## src/oob_recovery_cfg.svh

```systemverilog
/*
 * Timing counts, shadow register values and widths for the asynchronous
 * signal recovery logic of the host physical-layer controller.
 * Assumes a 125 MHz core clock; included by its bare name.
 */
`ifndef OOB_RECOVERY_CFG_SVH
`define OOB_RECOVERY_CFG_SVH

// Core clock period in picoseconds.
`define CLK_PERIOD_PS 8000
// Least retry-polling interval in milliseconds.
`define POLL_INTERVAL_MS 10
// Cycles in the least polling interval, rounded up.
`define POLL_INTERVAL_CYC \
	((`POLL_INTERVAL_MS * 64'd1000000000 + `CLK_PERIOD_PS - 1) \
	/ `CLK_PERIOD_PS)
// Bursts per COMRESET group; the count sent is a multiple of this.
`define RESET_BURST_GROUP 4'h6
// Shadow status value after a recovery COMRESET.
`define SHADOW_STATUS_RECOVERY 8'h7F
// Shadow value of every other command block register after recovery.
`define SHADOW_OTHER_RECOVERY 8'hFF
// Shadow status values that show an attached device.
`define SHADOW_STATUS_ATTACHED_BUSY 8'h80
`define SHADOW_STATUS_ATTACHED_FF 8'hFF
// Width of the poll counter.
`define POLL_CNT_W 24
// Number of shadow command block registers besides status.
`define SHADOW_OTHER_NUM 7

`endif

```

## src/oob_recovery_pkg.sv

```systemverilog
/*
 * Types shared by the recovery controller and its shadow register bank.
 * Assumes the configuration header is compiled alongside.
 */
package oob_recovery_pkg;

	// States of the host initialization machine handled here.
	typedef enum logic [2:0]
	{
		HOST_INIT_RESET_STATE,
		HOST_AWAIT_INIT_SIGNAL_STATE,
		HOST_AWAIT_INIT_RELEASE_STATE,
		HOST_AWAIT_ALIGNMENT_STATE,
		HOST_LINK_UP_STATE,
		HOST_POWER_SAVE_STATE,
		HOST_RESUME_STATE
	} host_init_state_t;

	// One shadow command block register.
	typedef logic [7:0] shadow_byte_t;

	// Shadow load requests from the controller.
	typedef enum logic [1:0]
	{
		SHADOW_HOLD,
		SHADOW_LOAD_RECOVERY,
		SHADOW_LOAD_ATTACHED
	} shadow_cmd_t;

endpackage

```

## src/shadow_if.sv

```systemverilog
/*
 * Carries shadow register load requests from the controller to the bank.
 * Assumes both ends share the core clock.
 */
`include "oob_recovery_cfg.svh"

interface shadow_if;
	import oob_recovery_pkg::*;

	// Load request, valid for one cycle.
	shadow_cmd_t cmd;
	// Pick 0x80 instead of 0xFF for the attached status value.
	logic attached_busy;
	// Current shadow status register value.
	shadow_byte_t status;
	// Current other shadow registers, flattened.
	logic [`SHADOW_OTHER_NUM*8-1:0] others;

	modport ctrl (output cmd, output attached_busy, input status,
		input others);
	modport bank (input cmd, input attached_busy, output status,
		output others);
endinterface

```

## src/shadow_bank.sv

```systemverilog
/*
 * Shadow command block register bank, reloaded on recovery events.
 * Assumes a synchronous active-low reset and a clock enable.
 */
`include "oob_recovery_cfg.svh"

module shadow_bank
	import oob_recovery_pkg::*;
(
	input wire logic clk_i,
	input wire logic rst_n_i,
	input wire logic ce_i,
	shadow_if.bank sh
);
	// Registered status and the other shadow bytes.
	shadow_byte_t status;
	shadow_byte_t next_status;
	logic [`SHADOW_OTHER_NUM*8-1:0] others;
	logic [`SHADOW_OTHER_NUM*8-1:0] next_others;

	// Next status follows the load request.
	always_comb
	begin
		next_status = status;
		unique case (sh.cmd)
			SHADOW_LOAD_RECOVERY: next_status = `SHADOW_STATUS_RECOVERY;
			SHADOW_LOAD_ATTACHED: next_status = sh.attached_busy ?
				`SHADOW_STATUS_ATTACHED_BUSY :
				`SHADOW_STATUS_ATTACHED_FF;
			default: next_status = status;
		endcase
	end

	// Every other shadow byte is set to all ones on a recovery load.
	// Each byte has its own continuous assignment, so no two processes
	// share one variable.
	genvar g;
	generate
		for (g = 0; g < `SHADOW_OTHER_NUM; g++)
		begin : g_other
			assign next_others[g*8 +: 8] = (sh.cmd == SHADOW_LOAD_RECOVERY) ?
				`SHADOW_OTHER_RECOVERY : others[g*8 +: 8];
		end
	endgenerate

	// Registers the bank.
	always_ff @(posedge clk_i)
	begin
		if (!rst_n_i)
		begin
			status <= `SHADOW_STATUS_RECOVERY;
			others <= '1;
		end
		else if (ce_i)
		begin
			status <= next_status;
			others <= next_others;
		end
	end

	assign sh.status = status;
	assign sh.others = others;
endmodule // shadow_bank

```

## src/oob_recovery_ctrl.sv

```systemverilog
/*
 * Host physical-layer initialization control with asynchronous signal
 * recovery: loss-of-signal detection, COMINIT classification, forced
 * transitions, resume tracking and retry polling.
 * Assumes OOB burst detection and generation outside; inputs synchronous.
 */
// Overview of operation
// - Loss of signal: ready drops entering no-comm.
// - Unsolicited COMINIT answered with COMRESET.
// - Unsolicited means first seen outside both await states.
// - Recovery COMRESET loads status 7F, others FF.
// - Solicited COMINIT sets status FF or 80.
// - Alignment detection must reject D10.2 aliasing.
// - Without recovery, COMINIT forces await-release state.
// - With recovery, unsolicited to reset, solicited release.
// - Resume-pending flag records power-state visits.
// - Resuming without COMWAKE: no COMRESET unless asked.
// - Resuming without COMWAKE: may resend COMWAKE.
// - Poll interval at least 10 ms, else infinite.
// - Device sleep support implies recovery support.
// - Reset state sends six-burst multiples; with recovery, clears resume.
// - Await-COMINIT timeout returns to reset state.
`include "oob_recovery_cfg.svh"

module oob_recovery_ctrl
	import oob_recovery_pkg::*;
(
	input wire logic CORE_CLK_I, // Core clock, 125 MHz.
	input wire logic RST_N_I, // Synchronous reset, active low.
	input wire logic CE_I, // Clock enable; state frozen while low.
	input wire logic RECOVERY_EN_I, // Recovery on; set with sleep.
	input wire logic POLL_EN_I, // Optional retry polling enabled.
	input wire logic RESET_REQ_I, // Explicit reset request.
	input wire logic COMINIT_DET_I, // COMINIT detection level.
	input wire logic COMWAKE_DET_I, // COMWAKE detection pulse.
	input wire logic ALIGN_DET_I, // Qualified ALIGN detection.
	input wire logic BURST_DONE_I, // One COMRESET burst sent.
	input wire logic POWER_SAVE_I, // Link entered a power state.
	input wire logic RESUME_REQ_I, // Resume from power state requested.
	input wire logic PHY_LINK_READY_I, // Physical-ready indication.
	input wire logic LINK_NO_COMM_ERROR_STATE_I, // Link no-comm error.
	input wire logic LINK_NO_COMM_STATE_I, // Link no-comm state.
	input wire logic ATTACHED_BUSY_I, // Report 80h on attach, not FFh.
	output logic COMRESET_O, // Send COMRESET bursts.
	output logic COMWAKE_O, // Send COMWAKE.
	output logic LOSS_OF_SIGNAL_O, // One-cycle loss-of-signal pulse.
	output logic RESUME_PENDING_FLAG_O, // Resume-pending flag.
	output logic UNSOLICITED_O, // Latched unsolicited class.
	output logic LINK_UP_O, // Host reached the link-up state.
	output oob_recovery_pkg::host_init_state_t STATE_O, // Current state.
	output oob_recovery_pkg::shadow_byte_t SHADOW_STATUS_O // Status.
);
	// Shadow register carrier.
	shadow_if sh ();

	// Machine state and counters.
	host_init_state_t state, next_state;
	logic [3:0] burst_cnt, next_burst_cnt; // Bursts in this group.
	logic [`POLL_CNT_W-1:0] poll_cnt, next_poll_cnt; // Await timer.
	logic resume_pending_flag, next_resume_pending_flag;
	logic unsolicited, next_unsolicited; // Latched class.
	logic cominit_prev, next_cominit_prev; // COMINIT last cycle.
	logic ready_prev, next_ready_prev; // Ready last cycle.
	logic loss, next_loss; // Loss-of-signal pulse.
	logic comreset, next_comreset;
	logic comwake, next_comwake;
	logic link_up, next_link_up;
	logic cominit_first; // Rising edge of COMINIT detection.
	logic poll_elapsed; // Retry interval elapsed.
	shadow_cmd_t next_cmd; // Shadow load for this cycle.

	assign cominit_first = COMINIT_DET_I && !cominit_prev;
	assign poll_elapsed = (poll_cnt >=
		`POLL_CNT_W'(`POLL_INTERVAL_CYC - 1));

	// Computes next state, counters, flags and shadow loads.
	always_comb
	begin
		next_state = state;
		next_burst_cnt = burst_cnt;
		next_poll_cnt = poll_cnt;
		next_resume_pending_flag = resume_pending_flag;
		next_unsolicited = unsolicited;
		next_cominit_prev = COMINIT_DET_I;
		next_ready_prev = PHY_LINK_READY_I;
		next_comreset = 1'b0;
		next_comwake = 1'b0;
		next_link_up = 1'b0;
		next_cmd = SHADOW_HOLD;
		// With recovery on, the reset state clears the flag even while a request holds it.
		if (RECOVERY_EN_I && state == HOST_INIT_RESET_STATE)
			next_resume_pending_flag = 1'b0;
		// Only a ready drop tied to a no-comm link state is a loss.
		next_loss = ready_prev && !PHY_LINK_READY_I &&
			(LINK_NO_COMM_ERROR_STATE_I || LINK_NO_COMM_STATE_I);

		// Classify at the first detection cycle and hold it.
		if (cominit_first)
			next_unsolicited = RECOVERY_EN_I &&
				(state != HOST_AWAIT_INIT_SIGNAL_STATE) &&
				(state != HOST_AWAIT_INIT_RELEASE_STATE);

		if (RESET_REQ_I)
		begin
			// Explicit reset takes the machine to reset.
			next_state = HOST_INIT_RESET_STATE;
			next_burst_cnt = 4'h0;
		end
		else if (cominit_first && state != HOST_AWAIT_INIT_RELEASE_STATE)
		begin
			if (next_unsolicited)
			begin
				// Forced move to reset, which sends COMRESET.
				next_state = HOST_INIT_RESET_STATE;
				// No gap in COMRESET when the move re-enters reset.
				next_comreset = 1'b1;
				next_burst_cnt = 4'h0;
				next_cmd = SHADOW_LOAD_RECOVERY;
			end
			else
			begin
				// Solicited, or no recovery: await release.
				next_state = HOST_AWAIT_INIT_RELEASE_STATE;
				if (state == HOST_AWAIT_INIT_SIGNAL_STATE)
					next_cmd = SHADOW_LOAD_ATTACHED;
			end
		end
		else
		begin
			unique case (state)
				HOST_INIT_RESET_STATE:
				begin
					// Send bursts in groups of six.
					next_comreset = 1'b1;
					if (BURST_DONE_I)
						next_burst_cnt = (burst_cnt == `RESET_BURST_GROUP - 4'h1) ?
							4'h0 : burst_cnt + 4'h1;
					if (BURST_DONE_I &&
						burst_cnt == `RESET_BURST_GROUP - 4'h1)
					begin
						next_comreset = 1'b0;
						next_state = HOST_AWAIT_INIT_SIGNAL_STATE;
						next_poll_cnt = '0;
						next_unsolicited = 1'b0;
					end
				end
				HOST_AWAIT_INIT_SIGNAL_STATE:
				begin
					// Time out only with recovery and polling on.
					next_poll_cnt = poll_cnt + 1'b1;
					if (RECOVERY_EN_I && POLL_EN_I && poll_elapsed)
					begin
						next_state = HOST_INIT_RESET_STATE;
						next_burst_cnt = 4'h0;
					end
				end
				HOST_AWAIT_INIT_RELEASE_STATE:
					// Leave once the device drops COMINIT.
					if (!COMINIT_DET_I)
					begin
						next_state = HOST_AWAIT_ALIGNMENT_STATE;
						next_unsolicited = 1'b0;
					end
				HOST_AWAIT_ALIGNMENT_STATE:
				begin
					// Detector outside must reject D10.2 aliasing.
					next_comwake = 1'b0;
					if (ALIGN_DET_I)
						next_state = HOST_LINK_UP_STATE;
				end
				HOST_LINK_UP_STATE:
				begin
					next_link_up = 1'b1;
					if (POWER_SAVE_I)
					begin
						next_state = HOST_POWER_SAVE_STATE;
						next_resume_pending_flag = 1'b1;
					end
				end
				HOST_POWER_SAVE_STATE:
					if (RESUME_REQ_I)
						next_state = HOST_RESUME_STATE;
				HOST_RESUME_STATE:
				begin
					// Resend COMWAKE; never COMRESET on its own.
					next_comwake = !COMWAKE_DET_I;
					if (COMWAKE_DET_I)
						next_state = HOST_AWAIT_ALIGNMENT_STATE;
				end
				default: next_state = HOST_INIT_RESET_STATE;
			endcase
		end
	end

	// Registers the controller state.
	always_ff @(posedge CORE_CLK_I)
	begin
		if (!RST_N_I)
		begin
			state <= HOST_INIT_RESET_STATE;
			burst_cnt <= 4'h0;
			poll_cnt <= '0;
			resume_pending_flag <= 1'b0;
			unsolicited <= 1'b0;
			cominit_prev <= 1'b0;
			ready_prev <= 1'b0;
			loss <= 1'b0;
			comreset <= 1'b0;
			comwake <= 1'b0;
			link_up <= 1'b0;
			sh.cmd <= SHADOW_HOLD;
		end
		else if (CE_I)
		begin
			state <= next_state;
			burst_cnt <= next_burst_cnt;
			poll_cnt <= next_poll_cnt;
			resume_pending_flag <= next_resume_pending_flag;
			unsolicited <= next_unsolicited;
			cominit_prev <= next_cominit_prev;
			ready_prev <= next_ready_prev;
			loss <= next_loss;
			comreset <= next_comreset;
			comwake <= next_comwake;
			link_up <= next_link_up;
			sh.cmd <= next_cmd;
		end
	end

	assign sh.attached_busy = ATTACHED_BUSY_I;

	// Shadow register bank.
	shadow_bank u_shadow (
		.clk_i(CORE_CLK_I),
		.rst_n_i(RST_N_I),
		.ce_i(CE_I),
		.sh(sh.bank)
	);

	assign COMRESET_O = comreset;
	assign COMWAKE_O = comwake;
	assign LOSS_OF_SIGNAL_O = loss;
	assign RESUME_PENDING_FLAG_O = resume_pending_flag;
	assign UNSOLICITED_O = unsolicited;
	assign LINK_UP_O = link_up;
	assign STATE_O = state;
	assign SHADOW_STATUS_O = sh.status;
endmodule // oob_recovery_ctrl

```

## config.mk

```make
export PLATFORM = sky130hd
export DESIGN_NAME = oob_recovery_ctrl
export DESIGN_NICKNAME = d
export VERILOG_FILES = /design/src/oob_recovery_pkg.sv /design/src/shadow_if.sv /design/src/shadow_bank.sv /design/src/oob_recovery_ctrl.sv
export VERILOG_INCLUDE_DIRS = /design/src
export SDC_FILE = /design/constraint.sdc
export NUM_CORES = 1
export LEC_CHECK = 0
export BUFFER_PORTS_ARGS = -buffer_cell sky130_fd_sc_hd__buf_2
export CAP_MARGIN = 5
export CORE_MARGIN = 4
export CORE_UTILIZATION = 47
export DETAILED_ROUTE_END_ITERATION = 6
export PLACE_DENSITY = 0.7
export SKIP_LAST_GASP = 1
export SLEW_MARGIN = 20
export SYNTH_ARGS = -nofsm -noshare
export SYNTH_HDL_FRONTEND = slang
export SYNTH_SLANG_ARGS = --single-unit
```

## constraint.sdc

```tcl
create_clock -name CORE_CLK_I -period 1.9 [get_ports CORE_CLK_I]
set_clock_uncertainty 0.05 [all_clocks]
set_input_delay 0.19 -clock CORE_CLK_I [delete_from_list [all_inputs] [get_ports CORE_CLK_I]]
set_output_delay 0.19 -clock CORE_CLK_I [all_outputs]
set_load 0.01 [all_outputs]
```

==> flow_summary_export.csv <==
group,metric,value,unit
setup_path,rr_worst_depth,5,
grt,track_usage,19.50,%
die,num_rows,25,
placement,pre_cts_slack,-113.9,ps
clock_tree,htree_levels,2,
clock_tree,clk_latency,290,ps
yosys,ys_warn_count,0,
timing,setup_ws,-134.8,ps
drt,drt_iter0_drc,73,
power,finalPower,1.797,mW
setup_path,path_cells,"or3b_4 > a211o_4 > or3_4 > or3_1 > a21oi_1",
yosys,synth-main-ff-cell,"dfxtp_1",
power,power_density,542.6,mW/mm^2
yosys,synth-seq-area-share,35.81,%
clock_tree,clk_pin_slew,80,ps
setup_path,crit_type,"flop to flop",
timing,fmax,0.4915,GHz
layout,syn2layout_area_growth,37.79,%
drt,wl_per_cell,14.19,um
layout,final_core_util,68.31,%
yosys,synth_cell_type_count,52,
setup_path,cp.arrival,2210,ps
timing,rsz0062_at_grt,"yes",
yosys,ys_ff_latch,43,
layout,nNetsFinal,387,
yosys,yosys-top-cells-count,"dfxtp_1 (43), nor2_1 (31), nand2_1 (20)",
setup_path,cpPeakStageDelay,390,ps
yosys,synth_top_area_cell,"dfxtp_1",
grt,grt_pass1_wl,9.894,mm
die,die_area,0.006322,mm^2
layout,fin_area,0.003312,mm^2
clock_tree,numCtsBuffers,5,
clock_tree,hold_buffers,0,
setup_path,worst_path_max_delay_cell,"or3b_4",
timing,drv_slew,0,
setup_path,crit_cells,5,
setup_path,r2r-start,"STATE_O[0]",
clock_tree,clock_sinks,43,
timing,relSlewSlack,76.47,%
grt,grt_start_max_net_pins,26,
setup_path,cp_num_buf_inv,0,
hold_path,hold_class,"input pin to flop",
die,die_h,79.51,um
yosys,postSynthCellCount,292,
die,die_w,79.51,um
yosys,synthTopCellsByArea,"dfxtp_1 (36%), nor2_1 (4.8%), xor2_1 (4.4%)",
clock_tree,clock-root-buffer,"clkbuf_8",
layout,drive_gt1_share,36.96,%
layout,n_antenna_cell,0,
yosys,ys_async_sr_fraction,0,%
power,irDropWorstVdd,0.0003546,V
die,ioPinCount,33,
drt,drt-pass1-iter-count,4,
yosys,synth_nets,312,
placement,hpwl,4.349,mm
outcome,violations,"negative setup slack",
setup_path,cp_max_fo,5,
yosys,yosys.area.top_type_share,35.81,%
setup_path,startpoint_type,"flop",
setup_path,path_delay_family,"simple AND/OR/NAND/NOR gates",
yosys,yosysMostFrequentCell,"dfxtp_1",
die,core,0.004848,mm^2
yosys,syn-cell-area,0.002404,mm^2
timing,period_share,107.1,%
placement,port_buffers,32,
timing,hold_viol,0,
yosys,avgSynthCellArea,8.231,um^2
timing,worst_pin_slew,348.0,ps
placement,placed_cell_area,0.002975,mm^2
job,cap_violations,0,
grt,globalRouteOverflowTotal,0,
grt,grt_pass1_vias,2168,
clock_tree,cts_tree,"done",
placement,gp_congestion,0.8780,
setup_path,worstReg2RegEnd,"poll_cnt[9]",
drt,drcViolationCount,0,
drt,ant_nets,0,
grt,antenna_found_initial,0,
outcome,status,"finished with violations",
setup_path,endpoint_kind,"flop",
drt,vias,2364,
placement,dp_cells,421,
drt,viasPerCell,5.434,
power,p_leak,1.351,nW
timing,finalSetupViolCount,11,
setup_path,setup.worst_path.start,"STATE_O[0]",
yosys,synth_edf_count,0,
layout,instances_no_fill,435,
timing,period_needed,2035,ps
clock_tree,clockBufferDepth,2,
setup_path,required,2070,ps
drt,wl,6.171,mm
setup_path,r2r_slack,-130,ps
die,initial_utilization,49.57,%
setup_path,crit_end,"poll_cnt[9]",
==> sequential cells by signal (all words and copies together), names as in the netlist <==
name / flops
poll_cnt: 24
burst_cnt: 4
STATE_O: 3
sh.cmd: 2
u_shadow.sh.status: 2
COMRESET_O: 1
COMWAKE_O: 1
LINK_UP_O: 1
LOSS_OF_SIGNAL_O: 1
RESUME_PENDING_FLAG_O: 1
UNSOLICITED_O: 1
cominit_prev: 1
ready_prev: 1
==> cell type report <==
type / instances / area [um^2]
Tap cell: 67 / 83.83
Clock buffer: 8 / 100.1
Multi-Input combinational cell: 220 / 1604
Timing Repair Buffer: 88 / 623.1
Inverter: 9 / 33.78
Sequential cell: 43 / 867.1
Fill cell: 409 / 1536
==> worst register-to-register path, cell delays in order, from the launching register on <==
cell	delay, ps
dfxtp_2	330
or3b_4	390
a211o_4	370
or3_4	380
or3_1	320
a21oi_1	120
==> how the worst min path moves through the flow <==
stage	from	endpoint	slack (ps)	cells past startpoint
4_1_cts	PHY_LINK_READY_I	ready_prev	120	3
5_1_grt	PHY_LINK_READY_I	ready_prev	120	3
2_1_floorplan	RST_N_I	burst_cnt[1]	290	1
3_3_place_gp	sh.cmd[0]	sh.cmd[0]	400	2
3_5_place_dp	LINK_UP_O	LINK_UP_O	420	2
6_report	PHY_LINK_READY_I	ready_prev	120	3
==> through the flow <==
step	setup TNS [ps]	hold slack [ps]
after detailed placement	-940.6	415.9
after floorplan	-479.3	292.1
after CTS	-450.4	115.4
final	-619.1	117.2
after global routing	-2068	116.9
after global placement	-557.2	400.5
==> metal layers <==
layer  vias to the layer above  part of all wire (%)  global-route usage (%)  wire length (um)
li1                       1178                     -                       -                 -
met1                      1126                    44                   25.16              2733
met2                        50                    50                   33.14              3085
met3                        10                   4.2                   3.386               257
met4                         0                   1.5                   5.670                95
met5                         -                     0                       0                 0
==> cells in the final DEF (no fill, tap or decap), types with 4 or more instances in the layout <==
cell type  Yosys  layout
xnor2_1        7       5
buf_4          6      47
nand3_1       15      10
nand2_1       20      18
buf_2          1      32
xor2_1        12      12
dfxtp_1       43      40
ha_1           4       4
inv_1          9       9
clkbuf_8       0       7
o21ai_0       15       9
nand3b_1       5       5
nor2_1        31      30
a21boi_0       6       5
nand2b_1       4       4
nand4_1       11      11
mux2i_1        4       4
nand3_2        0       5
buf_6          0       8
a21oi_1       15      12
o211ai_1       4       4
o21ai_1        0       5
nor2b_1       15      14
==> cell families (layout without fill, tap and decap cells) <==
kind of cell / Yosys count / count (layout) / share of synthesized area, %
DFF: 43 / 43 / 35.81
buffers and inverters: 29 / 105 / 5.518
adders and majority gates: 4 / 4 / 2.082
xor gates and xnor gates: 19 / 19 / 6.923
muxes: 4 / 4 / 1.666
AOI/OAI and AO/OA: 58 / 58 / 16.35
and+or+nand+nor: 135 / 135 / 31.65
==> power by group <==
part           internal [mW]  switching (mW)
Combinational          0.113           0.127
Sequential             0.909         0.00532
Clock                  0.332           0.311
Total                   1.35           0.443
==> what timing repair did <==
| action | in CTS | in global routing |
|---|---|---|
| endpoints found under the setup margin | 21 | 30 |
| pin swaps | 7 | 24 |
| gates resized for setup | 11 | 33 |
| setup buffers | 3 | 3 |
No activity file was read; power rests on OpenSTA's default activity.
